--- src/pin_change_pkg.sv ---
package pin_change_pkg;

	// geometry
	localparam int GROUP_COUNT    = 3;
	localparam int PINS_PER_GROUP = 8;
	localparam int PIN_COUNT      = GROUP_COUNT * PINS_PER_GROUP;
	localparam int REG_WIDTH      = 8;
	localparam int DATA_WIDTH     = 32;
	localparam int ADDR_WIDTH     = 12;
	localparam int VECTOR_ID_WIDTH = 2;

	// register indices; byte address is four times the index
	localparam logic [7:0] IDX_FLAGS        = 8'h1B;
	localparam logic [7:0] IDX_MASK_LOW     = 8'h6B;
	localparam logic [7:0] IDX_MASK_MID     = 8'h6C;
	localparam logic [7:0] IDX_MASK_HIGH    = 8'h6D;
	localparam logic [7:0] IDX_GROUP_ENABLE = 8'h68;

	// reset values
	localparam logic [REG_WIDTH-1:0] FLAGS_RESET  = 8'h00;
	localparam logic [REG_WIDTH-1:0] MASK_RESET   = 8'h00;
	localparam logic [REG_WIDTH-1:0] ENABLE_RESET = 8'h00;

	// implemented bits of flag and enable registers
	localparam logic [REG_WIDTH-1:0] GROUP_BITS = 8'h07;

	// field positions in flag and enable registers
	localparam int GROUP0_BIT = 0;
	localparam int GROUP1_BIT = 1;
	localparam int GROUP2_BIT = 2;

	// apb byte lane that carries the register data
	localparam int DATA_LANE = 0;

	typedef enum logic [2:0] {
		SEL_NONE   = 3'h0,
		SEL_FLAGS  = 3'h1,
		SEL_MASK0  = 3'h2,
		SEL_MASK1  = 3'h3,
		SEL_MASK2  = 3'h4,
		SEL_ENABLE = 3'h5
	} reg_sel_t;

	typedef enum logic {
		BUS_IDLE   = 1'b0,
		BUS_ANSWER = 1'b1
	} bus_state_t;

endpackage

--- src/pin_change_detect.sv ---
`timescale 1ns/1ns
module pin_change_detect
	import pin_change_pkg::*;
#(
	parameter int WIDTH = PINS_PER_GROUP
) (
	input  wire logic             clock,
	input  wire logic             arst_n,
	input  wire logic [WIDTH-1:0] pins,
	input  wire logic [WIDTH-1:0] mask,
	output logic                  hit
);

	logic [WIDTH-1:0] lastPins_reg;
	logic             primed_reg;

	generate
		if (WIDTH < 1) begin : g_bad
			$error("pin_change_detect: WIDTH must be at least 1");
		end
	endgenerate

	// previous sample of every pin
	always_ff @(posedge clock or negedge arst_n) begin
		if (!arst_n) begin
			lastPins_reg <= '0;
		end else begin
			lastPins_reg <= pins;
		end
	end

	// first sample after reset is a reference, not a change
	always_ff @(posedge clock or negedge arst_n) begin
		if (!arst_n) begin
			primed_reg <= 1'b0;
		end else begin
			primed_reg <= 1'b1;
		end
	end

	// either edge on an unmasked pin
	assign hit = primed_reg && (|((pins ^ lastPins_reg) & mask));

endmodule

--- src/vector_select.sv ---
`timescale 1ns/1ns
module vector_select
	import pin_change_pkg::*;
#(
	parameter int COUNT    = GROUP_COUNT,
	parameter int ID_WIDTH = VECTOR_ID_WIDTH
) (
	input  wire logic                clock,
	input  wire logic                arst_n,
	input  wire logic [COUNT-1:0]    request,
	output logic                     valid,
	output logic [ID_WIDTH-1:0]      id
);

	generate
		if (COUNT > (1 << ID_WIDTH) || COUNT < 1) begin : g_bad
			$error("vector_select: COUNT does not fit ID_WIDTH");
		end
	endgenerate

	// lowest group number has the earliest vector
	function automatic logic [ID_WIDTH-1:0] firstSet(
		input logic [COUNT-1:0] bits
	);
		logic [ID_WIDTH-1:0] result;
		result = '0;
		for (int i = COUNT - 1; i >= 0; i--) begin
			if (bits[i]) begin
				result = ID_WIDTH'(i);
			end
		end
		return result;
	endfunction

	always_ff @(posedge clock or negedge arst_n) begin
		if (!arst_n) begin
			valid <= 1'b0;
			id    <= '0;
		end else begin
			valid <= |request;
			id    <= firstSet(request);
		end
	end

endmodule

--- src/pin_change_interrupt_unit.sv ---
// Notes on behaviour
// - group 2, pins 23..16, enabled by enable bit 2 and global enable.
// - group 1, pins 15..8, enabled by enable bit 1 and global enable.
// - group 0, pins 7..0, enabled by enable bit 0 and global enable.
// - each group requests its own separate vector.
// - change on a group's pin sets its pending flag, bits 2..0.
// - vector requested when flag, group enable and global enable all set.
// - flag clears when the cpu services that group's vector.
// - writing one clears a flag; writing zero leaves it.
// - per-pin mask bit; cleared bit disables change detection on that pin.
// - mask bit 7 is the highest pin of its group, bit 0 lowest.
// - pin changes detected without sleep-dependent clock gating, raising wakeup only for enabled groups.
//
// Register access over APB was left to the implementer.
`timescale 1ns/1ns
module pin_change_interrupt_unit
	import pin_change_pkg::*;
#(
	parameter int GROUPS = GROUP_COUNT,
	parameter int WIDTH  = PINS_PER_GROUP
) (
	input  wire logic                    clock,
	input  wire logic                    arst_n,
	// apb side
	input  wire logic                    psel,
	input  wire logic                    penable,
	input  wire logic                    pwrite,
	input  wire logic [ADDR_WIDTH-1:0]   paddr,
	input  wire logic [DATA_WIDTH-1:0]   pwdata,
	input  wire logic [DATA_WIDTH/8-1:0] pstrb,
	output logic      [DATA_WIDTH-1:0]   prdata,
	output logic                         pready,
	output logic                         pslverr,
	// watched pins
	input  wire logic [PIN_COUNT-1:0]    pins,
	// interrupt dispatch side
	input  wire logic                    globalIntEnable,
	input  wire logic [GROUP_COUNT-1:0]  vectorServiced,
	output logic      [GROUP_COUNT-1:0]  vectorRequest,
	output logic                         vectorValid,
	output logic [VECTOR_ID_WIDTH-1:0]   vectorId,
	output logic                         irq,
	output logic                         wakeup
);

	generate
		if (GROUPS != GROUP_COUNT || WIDTH != PINS_PER_GROUP) begin : g_bad
			$error("pin_change_interrupt_unit: only 3 groups of 8 pins");
		end
		if (PIN_COUNT != GROUPS * WIDTH) begin : g_bad_pins
			$error("pin_change_interrupt_unit: pin count mismatch");
		end
		if (REG_WIDTH != WIDTH) begin : g_bad_width
			$error("pin_change_interrupt_unit: mask must cover a group");
		end
		if (GROUP_COUNT > REG_WIDTH) begin : g_bad_flags
			$error("pin_change_interrupt_unit: flags exceed a register");
		end
		if (GROUP_BITS != REG_WIDTH'((1 << GROUP_COUNT) - 1)) begin : g_bad_bits
			$error("pin_change_interrupt_unit: group bits mismatch");
		end
		if (GROUP2_BIT >= GROUP_COUNT) begin : g_bad_pos
			$error("pin_change_interrupt_unit: field beyond last group");
		end
		if (ADDR_WIDTH != $bits(IDX_FLAGS) + 4) begin : g_bad_addr
			$error("pin_change_interrupt_unit: address width mismatch");
		end
		if (DATA_WIDTH < (DATA_LANE + 1) * REG_WIDTH) begin : g_bad_lane
			$error("pin_change_interrupt_unit: data lane out of range");
		end
		if ((1 << VECTOR_ID_WIDTH) < GROUP_COUNT) begin : g_bad_id
			$error("pin_change_interrupt_unit: vector id too narrow");
		end
		if (IDX_FLAGS == IDX_MASK_LOW || IDX_FLAGS == IDX_MASK_MID ||
			IDX_FLAGS == IDX_MASK_HIGH || IDX_FLAGS == IDX_GROUP_ENABLE ||
			IDX_MASK_LOW == IDX_MASK_MID || IDX_MASK_LOW == IDX_MASK_HIGH ||
			IDX_MASK_LOW == IDX_GROUP_ENABLE ||
			IDX_MASK_MID == IDX_MASK_HIGH ||
			IDX_MASK_MID == IDX_GROUP_ENABLE ||
			IDX_MASK_HIGH == IDX_GROUP_ENABLE) begin : g_bad_map
			$error("pin_change_interrupt_unit: register indices collide");
		end
	endgenerate

	// byte addresses of the registers
	localparam logic [ADDR_WIDTH-1:0] ADDR_FLAGS  = {2'h0, IDX_FLAGS, 2'h0};
	localparam logic [ADDR_WIDTH-1:0] ADDR_MASK0  =
		{2'h0, IDX_MASK_LOW, 2'h0};
	localparam logic [ADDR_WIDTH-1:0] ADDR_MASK1  =
		{2'h0, IDX_MASK_MID, 2'h0};
	localparam logic [ADDR_WIDTH-1:0] ADDR_MASK2  =
		{2'h0, IDX_MASK_HIGH, 2'h0};
	localparam logic [ADDR_WIDTH-1:0] ADDR_ENABLE =
		{2'h0, IDX_GROUP_ENABLE, 2'h0};

	bus_state_t                    busState_reg;
	bus_state_t                    busState_next;
	logic [REG_WIDTH-1:0]          flags_reg;
	logic [REG_WIDTH-1:0]          flags_next;
	logic [REG_WIDTH-1:0]          groupEnable_reg;
	logic [REG_WIDTH-1:0]          maskReg [GROUP_COUNT];
	logic [GROUP_COUNT-1:0]        groupHit;
	logic [GROUP_COUNT-1:0]        activeRequest;
	logic [GROUP_COUNT-1:0]        clearByWrite;
	logic [GROUP_COUNT-1:0]        clearFlag;
	logic [GROUP_COUNT-1:0]        pendingRequest;
	logic                          enabledHit;
	logic [REG_WIDTH-1:0]          writeByte;
	logic [REG_WIDTH-1:0]          readByte;
	reg_sel_t                      accessSel;
	logic                          setupPhase;
	logic                          writeCommit;

	// address decode, shared by read and write paths
	function automatic reg_sel_t decodeAddr(
		input logic [ADDR_WIDTH-1:0] addr
	);
		reg_sel_t sel;
		sel = SEL_NONE;
		unique case (addr)
			ADDR_FLAGS: begin
				sel = SEL_FLAGS;
			end
			ADDR_MASK0: begin
				sel = SEL_MASK0;
			end
			ADDR_MASK1: begin
				sel = SEL_MASK1;
			end
			ADDR_MASK2: begin
				sel = SEL_MASK2;
			end
			ADDR_ENABLE: begin
				sel = SEL_ENABLE;
			end
			default: begin
				sel = SEL_NONE;
			end
		endcase
		return sel;
	endfunction

	assign accessSel   = decodeAddr(paddr);
	assign setupPhase  = psel && !penable;
	assign writeCommit = psel && penable && pready && pwrite &&
		pstrb[DATA_LANE];
	assign writeByte   = pwdata[DATA_LANE*8 +: REG_WIDTH];

	// per-group change detection
	genvar g;
	generate
		for (g = 0; g < GROUP_COUNT; g++) begin : g_group
			pin_change_detect #(
				.WIDTH (PINS_PER_GROUP)
			) u_detect (
				.clock  (clock),
				.arst_n (arst_n),
				.pins   (pins[g*PINS_PER_GROUP +: PINS_PER_GROUP]),
				.mask   (maskReg[g]),
				.hit    (groupHit[g])
			);

			// group request gates: flag, group enable, global enable
			assign activeRequest[g] = flags_reg[g] && groupEnable_reg[g] &&
				globalIntEnable;

			assign clearByWrite[g] = writeCommit &&
				accessSel == SEL_FLAGS && writeByte[g];

			assign clearFlag[g] = vectorServiced[g] ||
				clearByWrite[g];
		end
	endgenerate

	// apb answer state: one cycle after setup the slave is ready
	always_comb begin
		busState_next = BUS_IDLE;
		unique case (busState_reg)
			BUS_IDLE: begin
				busState_next = setupPhase ? BUS_ANSWER : BUS_IDLE;
			end
			BUS_ANSWER: begin
				busState_next = setupPhase ? BUS_ANSWER : BUS_IDLE;
			end
		endcase
	end

	always_ff @(posedge clock or negedge arst_n) begin
		if (!arst_n) begin
			busState_reg <= BUS_IDLE;
		end else begin
			busState_reg <= busState_next;
		end
	end

	// ready raised for the access phase that follows each setup
	always_ff @(posedge clock or negedge arst_n) begin
		if (!arst_n) begin
			pready <= 1'b0;
		end else begin
			pready <= setupPhase;
		end
	end

	// unmapped or misaligned address answers with an error
	always_ff @(posedge clock or negedge arst_n) begin
		if (!arst_n) begin
			pslverr <= 1'b0;
		end else if (setupPhase) begin
			pslverr <= accessSel == SEL_NONE;
		end else begin
			pslverr <= 1'b0;
		end
	end

	// read mux
	always_comb begin
		readByte = '0;
		unique case (accessSel)
			SEL_FLAGS: begin
				readByte = flags_reg & GROUP_BITS;
			end
			SEL_MASK0: begin
				readByte = maskReg[GROUP0_BIT];
			end
			SEL_MASK1: begin
				readByte = maskReg[GROUP1_BIT];
			end
			SEL_MASK2: begin
				readByte = maskReg[GROUP2_BIT];
			end
			SEL_ENABLE: begin
				readByte = groupEnable_reg & GROUP_BITS;
			end
			SEL_NONE: begin
				readByte = '0;
			end
		endcase
	end

	// read data captured in setup, stable through the access phase
	always_ff @(posedge clock or negedge arst_n) begin
		if (!arst_n) begin
			prdata <= '0;
		end else if (setupPhase && !pwrite) begin
			prdata <= {{(DATA_WIDTH-REG_WIDTH){1'b0}}, readByte};
		end
	end

	// mask registers
	always_ff @(posedge clock or negedge arst_n) begin
		if (!arst_n) begin
			for (int i = 0; i < GROUP_COUNT; i++) begin
				maskReg[i] <= MASK_RESET;
			end
		end else if (writeCommit) begin
			if (accessSel == SEL_MASK0) begin
				maskReg[GROUP0_BIT] <= writeByte;
			end
			if (accessSel == SEL_MASK1) begin
				maskReg[GROUP1_BIT] <= writeByte;
			end
			if (accessSel == SEL_MASK2) begin
				maskReg[GROUP2_BIT] <= writeByte;
			end
		end
	end

	// group enable register
	always_ff @(posedge clock or negedge arst_n) begin
		if (!arst_n) begin
			groupEnable_reg <= ENABLE_RESET;
		end else if (writeCommit && accessSel == SEL_ENABLE) begin
			groupEnable_reg <= writeByte & GROUP_BITS;
		end
	end

	// pending flags: a new change wins over any clear in the same cycle
	always_comb begin
		flags_next = flags_reg;
		for (int i = 0; i < GROUP_COUNT; i++) begin
			if (clearFlag[i]) begin
				flags_next[i] = 1'b0;
			end
			if (groupHit[i]) begin
				flags_next[i] = 1'b1;
			end
		end
		flags_next = flags_next & GROUP_BITS;
	end

	always_ff @(posedge clock or negedge arst_n) begin
		if (!arst_n) begin
			flags_reg <= FLAGS_RESET;
		end else begin
			flags_reg <= flags_next;
		end
	end

	// requests not already being entered by the cpu
	assign pendingRequest = activeRequest & ~vectorServiced;

	// per-group vector requests
	always_ff @(posedge clock or negedge arst_n) begin
		if (!arst_n) begin
			vectorRequest <= '0;
		end else begin
			vectorRequest <= pendingRequest;
		end
	end

	// summary interrupt line
	always_ff @(posedge clock or negedge arst_n) begin
		if (!arst_n) begin
			irq <= 1'b0;
		end else begin
			irq <= |pendingRequest;
		end
	end

	// change on an unmasked pin of an enabled group
	assign enabledHit = globalIntEnable &&
		|(groupHit & groupEnable_reg[GROUP_COUNT-1:0]);

	// wake from sleep on any enabled group change
	always_ff @(posedge clock or negedge arst_n) begin
		if (!arst_n) begin
			wakeup <= 1'b0;
		end else begin
			wakeup <= enabledHit;
		end
	end

	// highest-priority vector number for the dispatcher
	vector_select #(
		.COUNT    (GROUP_COUNT),
		.ID_WIDTH (VECTOR_ID_WIDTH)
	) u_select (
		.clock   (clock),
		.arst_n  (arst_n),
		.request (pendingRequest),
		.valid   (vectorValid),
		.id      (vectorId)
	);

endmodule

--- config.mk ---
export PLATFORM = sky130hd
export DESIGN_NAME = pin_change_interrupt_unit
export DESIGN_NICKNAME = d
export VERILOG_FILES = /design/src/pin_change_pkg.sv /design/src/pin_change_detect.sv /design/src/vector_select.sv /design/src/pin_change_interrupt_unit.sv
export SDC_FILE = /design/constraint.sdc
export NUM_CORES = 1
export LEC_CHECK = 0
export ABC_AREA = 1
export BUFFER_PORTS_ARGS = -buffer_cell sky130_fd_sc_hd__buf_2
export CAP_MARGIN = 20
export CORE_ASPECT_RATIO = 1.25
export CORE_MARGIN = 2
export CORE_UTILIZATION = 46
export CTS_BUF_LIST = sky130_fd_sc_hd__clkbuf_16
export DETAILED_ROUTE_END_ITERATION = 7
export PLACE_DENSITY = 0.77
export SLEW_MARGIN = 5
export SYNTH_ARGS = -nofsm -noshare
export SYNTH_HDL_FRONTEND = slang
export SYNTH_SLANG_ARGS = --single-unit
--- constraint.sdc ---
create_clock -name clock -period 1.2 [get_ports clock]
set_input_delay 0.24 -clock clock [delete_from_list [all_inputs] [get_ports clock]]
set_output_delay 0.24 -clock clock [all_outputs]
set_load 0.05 [all_outputs]
# Word-level counts from Yosys, hierarchy flattened
# Index checks and enable logic that the tools add are counted.
# totals
ff_bits	72
inputBits	81
output_inout_bits	42
word_cells	87
# op_classes
n_eq_ne	10
muxes	12
n_bitwise	9
reduce_logical	38
# ops
cell	n
12-bit by 9-bit equality test with 1-bit output (second input constant)	4
8-bit case mux with 6 select lines	1
8-bit bitwise AND	3
8-bit OR reduction	3
8-bit bitwise XOR	3
1-bit logical AND	21
3-bit case mux with 5 select lines	1
12-bit by 7-bit equality test with 1-bit output (second input constant)	1
1-bit two-way mux	7
3-bit bitwise AND	2
3-bit by 2-bit equality test with 1-bit output (second input constant)	2
3-bit equality test (second input constant)	2
2-bit two-way mux	3
2-bit AND reduction	3
2-bit nonzero test	3
3-bit OR reduction	2
3-bit by 1-bit equality test with 1-bit output (second input constant)	1
3-bit zero test	1
1-bit logical OR	3
3-bit NOT	1
1-bit zero test	2

# Logic depth before layout (Yosys ltp)
# depth
word_depth	9
mapped_depth	10
ltp_nobuf	10

# Hierarchy
# A second synthesis with hierarchy kept.
# hier_totals
cells_unflattened	470
area_unflattened_um2	3789.9
# modules_own_cells
module	instances	cells_per_inst	area_per_inst_um2
pin_change_interrupt_unit	1	286	2422.3
pin_change_detect	3	58	420.4
vector_select	1	10	106.4

# Least setup slack after synthesis
# No wires, ideal clock.
# synth_path
path_type	flip-flop to flip-flop
start	register pready
end	register maskReg[22] in the netlist's numbering
setup_time_ps	119
t_arrival_ps	1429
slack_ps	-348
stages_incl_launch_ff	7
path_buffers	1
cell_sequence	dfrtp_1 > nand3_1 > nor2_4 > nand3_4 > buf_6 > nand2_1 > o21ai_2
# synth_between
elab_chain_len	4
# synth_rtl
item	line_no	rtl
start: declaration	pin_change_interrupt_unit.sv:32	output logic pready,
start signal: assignment	pin_change_interrupt_unit.sv:201	pready <= setupPhase;
1-bit logical AND (3 in series)	pin_change_interrupt_unit.sv:145	assign writeCommit = psel && penable && pready && pwrite &&
2-bit AND reduction (no line)	-	
end signal: indexed assignment	pin_change_interrupt_unit.sv:258	maskReg[GROUP0_BIT] <= writeByte;
end signal: indexed assignment	pin_change_interrupt_unit.sv:261	maskReg[GROUP1_BIT] <= writeByte;
end signal: indexed assignment	pin_change_interrupt_unit.sv:264	maskReg[GROUP2_BIT] <= writeByte;
end: declaration	pin_change_interrupt_unit.sv:101	logic [REG_WIDTH-1:0] maskReg [GROUP_COUNT];
# Every way passes these cells.
# A chain may end at the register's enable or synchronous reset.

# Worst setup path in the final report
# layout_path
start	register g_group[0].u_detect.lastPins_reg[4]
end	register wakeup
# layout_between
elab_chain_len	7
# layout_rtl
item	line_no	rtl
start: declaration	pin_change_detect.sv:14	logic [WIDTH-1:0] lastPins_reg;
start signal: assignment	pin_change_detect.sv:28	lastPins_reg <= pins;
8-bit bitwise XOR	pin_change_detect.sv:42	assign hit = primed_reg && (|((pins ^ lastPins_reg) & mask));
8-bit bitwise AND	pin_change_detect.sv:42	
8-bit OR reduction	pin_change_detect.sv:42	
1-bit logical AND	pin_change_detect.sv:42	
3-bit bitwise AND	pin_change_interrupt_unit.sv:323	|(groupHit & groupEnable_reg[GROUP_COUNT-1:0]);
3-bit OR reduction	pin_change_interrupt_unit.sv:323	
1-bit logical AND	pin_change_interrupt_unit.sv:322	assign enabledHit = globalIntEnable &&
named net enabledHit	pin_change_interrupt_unit.sv:107	logic enabledHit;
end signal: assignment	pin_change_interrupt_unit.sv:330	wakeup <= enabledHit;
end: declaration	pin_change_interrupt_unit.sv:43	output logic wakeup
# The timed path passes the listed nets, and every way through them passes these cells.

==> impl_results.md <==
* Overall Power at 5.57 mW
* CTS tree: done
* Avg WL per Cell at 13.2 um
* Layout Utilization at 61.6%
* Fin area at 0.00475 mm2
* Die Y at between 100 and 150 um
* Num rows at 36
* H-tree depth at 3
* Status: finished, violations left
* Violated checks: setup timing
* Layout cells sized above 1 at between 30 and 40%
* Peak VDD IR at roughly 0.84 mV
* IO Pins at 123
* Critical path type: flip-flop to flip-flop
* Maxcap violations at 0
* Synth Area in Compound Gates at 7.40%
* Router iterations before antenna repair at 4
* Core Footprint at 0.00770 mm2
* Clock buffer depth at 2
* Distinct cell type count of the synthesized netlist at 27
* Placement Cell Area at 0.00418 mm2
* HP Start: pins[12]
* Hold Slack at ~38 ps
* Vias in the first global route at 3028
* Overall Global Routing Usage at 20.7%
* Hold Crit Class: primary input to flip-flop
* Post-Place Cells at 620
* First-pass GRT wire length at 13700 um
* Worst clock skew at between 7 and 8 ps
* # nets final at about 620
* Post-synthesis mux area share at 0%
* WL final at 8510 um
* DR iter-0 viols at 180
* CTS Buf Count at 9
* Diode count at 0
* Crit-path max FO at 2
* Die ar. at 0.00860 mm2
* # setup viols final at 2
* Grt ovf at 0
* PnR worst setup slack at -56.4 ps
* DR DRC count at 0
* Top post-synthesis cells by area: dfrtp_1 (50%), nand2_1 (14%), nand3_1 (6.9%)
* Final period util at 105%
* Yosys top cell area share at 49.8%
* Worst-path clk slew at 50 ps
* Hold Path Cell Cnt at 1
* Adder-cell area share of the yosys netlist at 0%
* Largest family of logic cells by synthesized area: simple AND/OR/NAND/NOR gates
* Seq cells post-synth at 72
* Via density at 4.84
* Place WS at -328 ps
* Reg2reg end: wakeup
* Worst endpoint required time at 1420 ps
* F_max at 796 MHz
* Cell depth of the worst flop-to-flop path at 10
* Initial Utilization at between 40 and 50%
* Largest net degree at the start of global routing at between 70 and 80
* Gpl congestion at 0.816
* Area growth syn-to-layout at 31.2%
* Die Width at 83.3 um
* Mean post-synth cell area at 8.34 um2
* Crit start category: flip-flop
* Insertion delay to the later sink of the worst-skew pair at around 340 ps
* CTS sink cnt at 72
* CP Data Arrival Time at 1480 ps
* Xor and xnor area share after synthesis at 0%
* Simple-gate share of the synthesized area at a little under a third
* Antenna-violating nets left at 0
* Yosys top cell by area: dfrtp_1
* Seq/Total Area, Yosys at between 40% and 50%
* Crit end category: flip-flop
* Pwr Density at between 1000 and 1500 mW/mm2
* Non-filler cells, final at 643
* Mapped cell area at 0.00362 mm2
* Hold Vio Cnt, Final at 0
* Post-route setup TNS at -82.0 ps
* Port bufs at 71
* Synth Instances at 434
* Pleak at 2.62 nW
* Unrepaired setup endpoints after global routing: true
* Worst Hold End: g_group[1].u_detect.lastPins_reg[4]
* Warning count from the yosys run at 0
* Final Slew Violations at 0
* Routed vias at slightly above 3000
* Initial antenna violation count at 0
* Setup slack, reg-to-reg at -60 ps
* Period minus WS final at 1260 ps
* Hpwl dp at 5980 um
* Crit Reg-Reg Startpoint: g_group[0].u_detect.lastPins_reg[4]
* Root buf cell: clkbuf_16
## timing repair
action                                 CTS  global route
hold buffers                             1             0
pin swaps                                7            12
setup buffers                            1             2
gates cloned                             3             0
setup endpoints to repair               32            38
endpoints found under the hold margin   72             0
gates resized for setup                 13            50
## how the worst max path moves through the flow
stage | startpoint | end | slack, ps | cells past startpoint
after floorplan | pready | maskReg[22] | -170 | 6
after global placement | paddr[1] | flags_reg[2] | -260 | 7
after detailed placement | paddr[1] | flags_reg[1] | -330 | 7
after CTS | g_group[2].u_detect.lastPins_reg[3] | wakeup | -120 | 8
after global routing | g_group[2].u_detect.lastPins_reg[2] | wakeup | -120 | 7
final | g_group[0].u_detect.lastPins_reg[4] | wakeup | -60 | 10
## placed cells by master (no fill, tap or decap), drive strengths merged
cell	n
nand2	139
buf	90
dfrtp	72
inv	60
nand3	58
o21ai	34
conb	25
nor2	21
clkbuf	19
nor3	7
nand4	6
clkinv	4
a21oi	3
or2	3
o21bai	3
clkinvlp	1
and3	1
bufinv	1
dlygate4sd3	1
## per-layer routing
metal / global-route usage, % / up-vias / wire (um)
li1: - / 1551 / -
met1: 23.9 / 1439 / 3550
met2: 35.8 / 98 / 4200
met3: 4.40 / 21 / 454
met4: 12.2 / 0 / 304
met5: 0 / - / 0
## critical path: stages (launching register included)
cell     delay [ps]
dfrtp_1         380
inv_1            50
nand2_1          40
nand3_1          60
nand2_1          70
nor2_2          150
nand2_1         130
nand3_1         100
nand2_1          60
nand2_1          50
nand2_1          40
## cell families after synthesis
| family | count (synthesis) |
|---|---|
| simple gates | 232 |
| other cells | 2 |
| compound gates | 40 |
| flops | 72 |
| buf+inv | 88 |
## synth_stat cells
| library cell | count |
|---|---|
| nand2_1 | 138 |
| buf_6 | 3 |
| nand3_1 | 50 |
| conb_1 | 2 |
| inv_1 | 58 |
| o21ai_1 | 11 |
| o21bai_1 | 3 |
| nor2_8 | 1 |
| nand4_1 | 6 |
| o21ai_2 | 16 |
| dfrtp_1 | 72 |
| a21oi_1 | 3 |
| nor2_2 | 4 |
| nor3_1 | 4 |
| buf_2 | 1 |
| clkinv_1 | 1 |
| nand2_2 | 1 |
| nand3_4 | 4 |
| or2_2 | 3 |
| nor2_1 | 14 |
| nor3_2 | 2 |
| nor3_4 | 1 |
| o21ai_0 | 7 |
| nand3_2 | 1 |
| and3_1 | 1 |
| buf_4 | 25 |
| nor2_4 | 2 |
## where the power goes
group          total (mW)  internal, mW  switching, mW
registers            2.50          2.48         0.0263
clock network        2.52          1.57          0.947
logic               0.552         0.148          0.404
## layout make-up
class	instances	area, um2
clock inverters	7	55.1
fillers	658	2950
clock buffers	9	225
flip-flops and latches	72	1800
repair buffers	101	636
multi-input cells	300	1690
well taps	95	119
inverters	59	225
No activity file was read; power rests on OpenSTA's default activity.
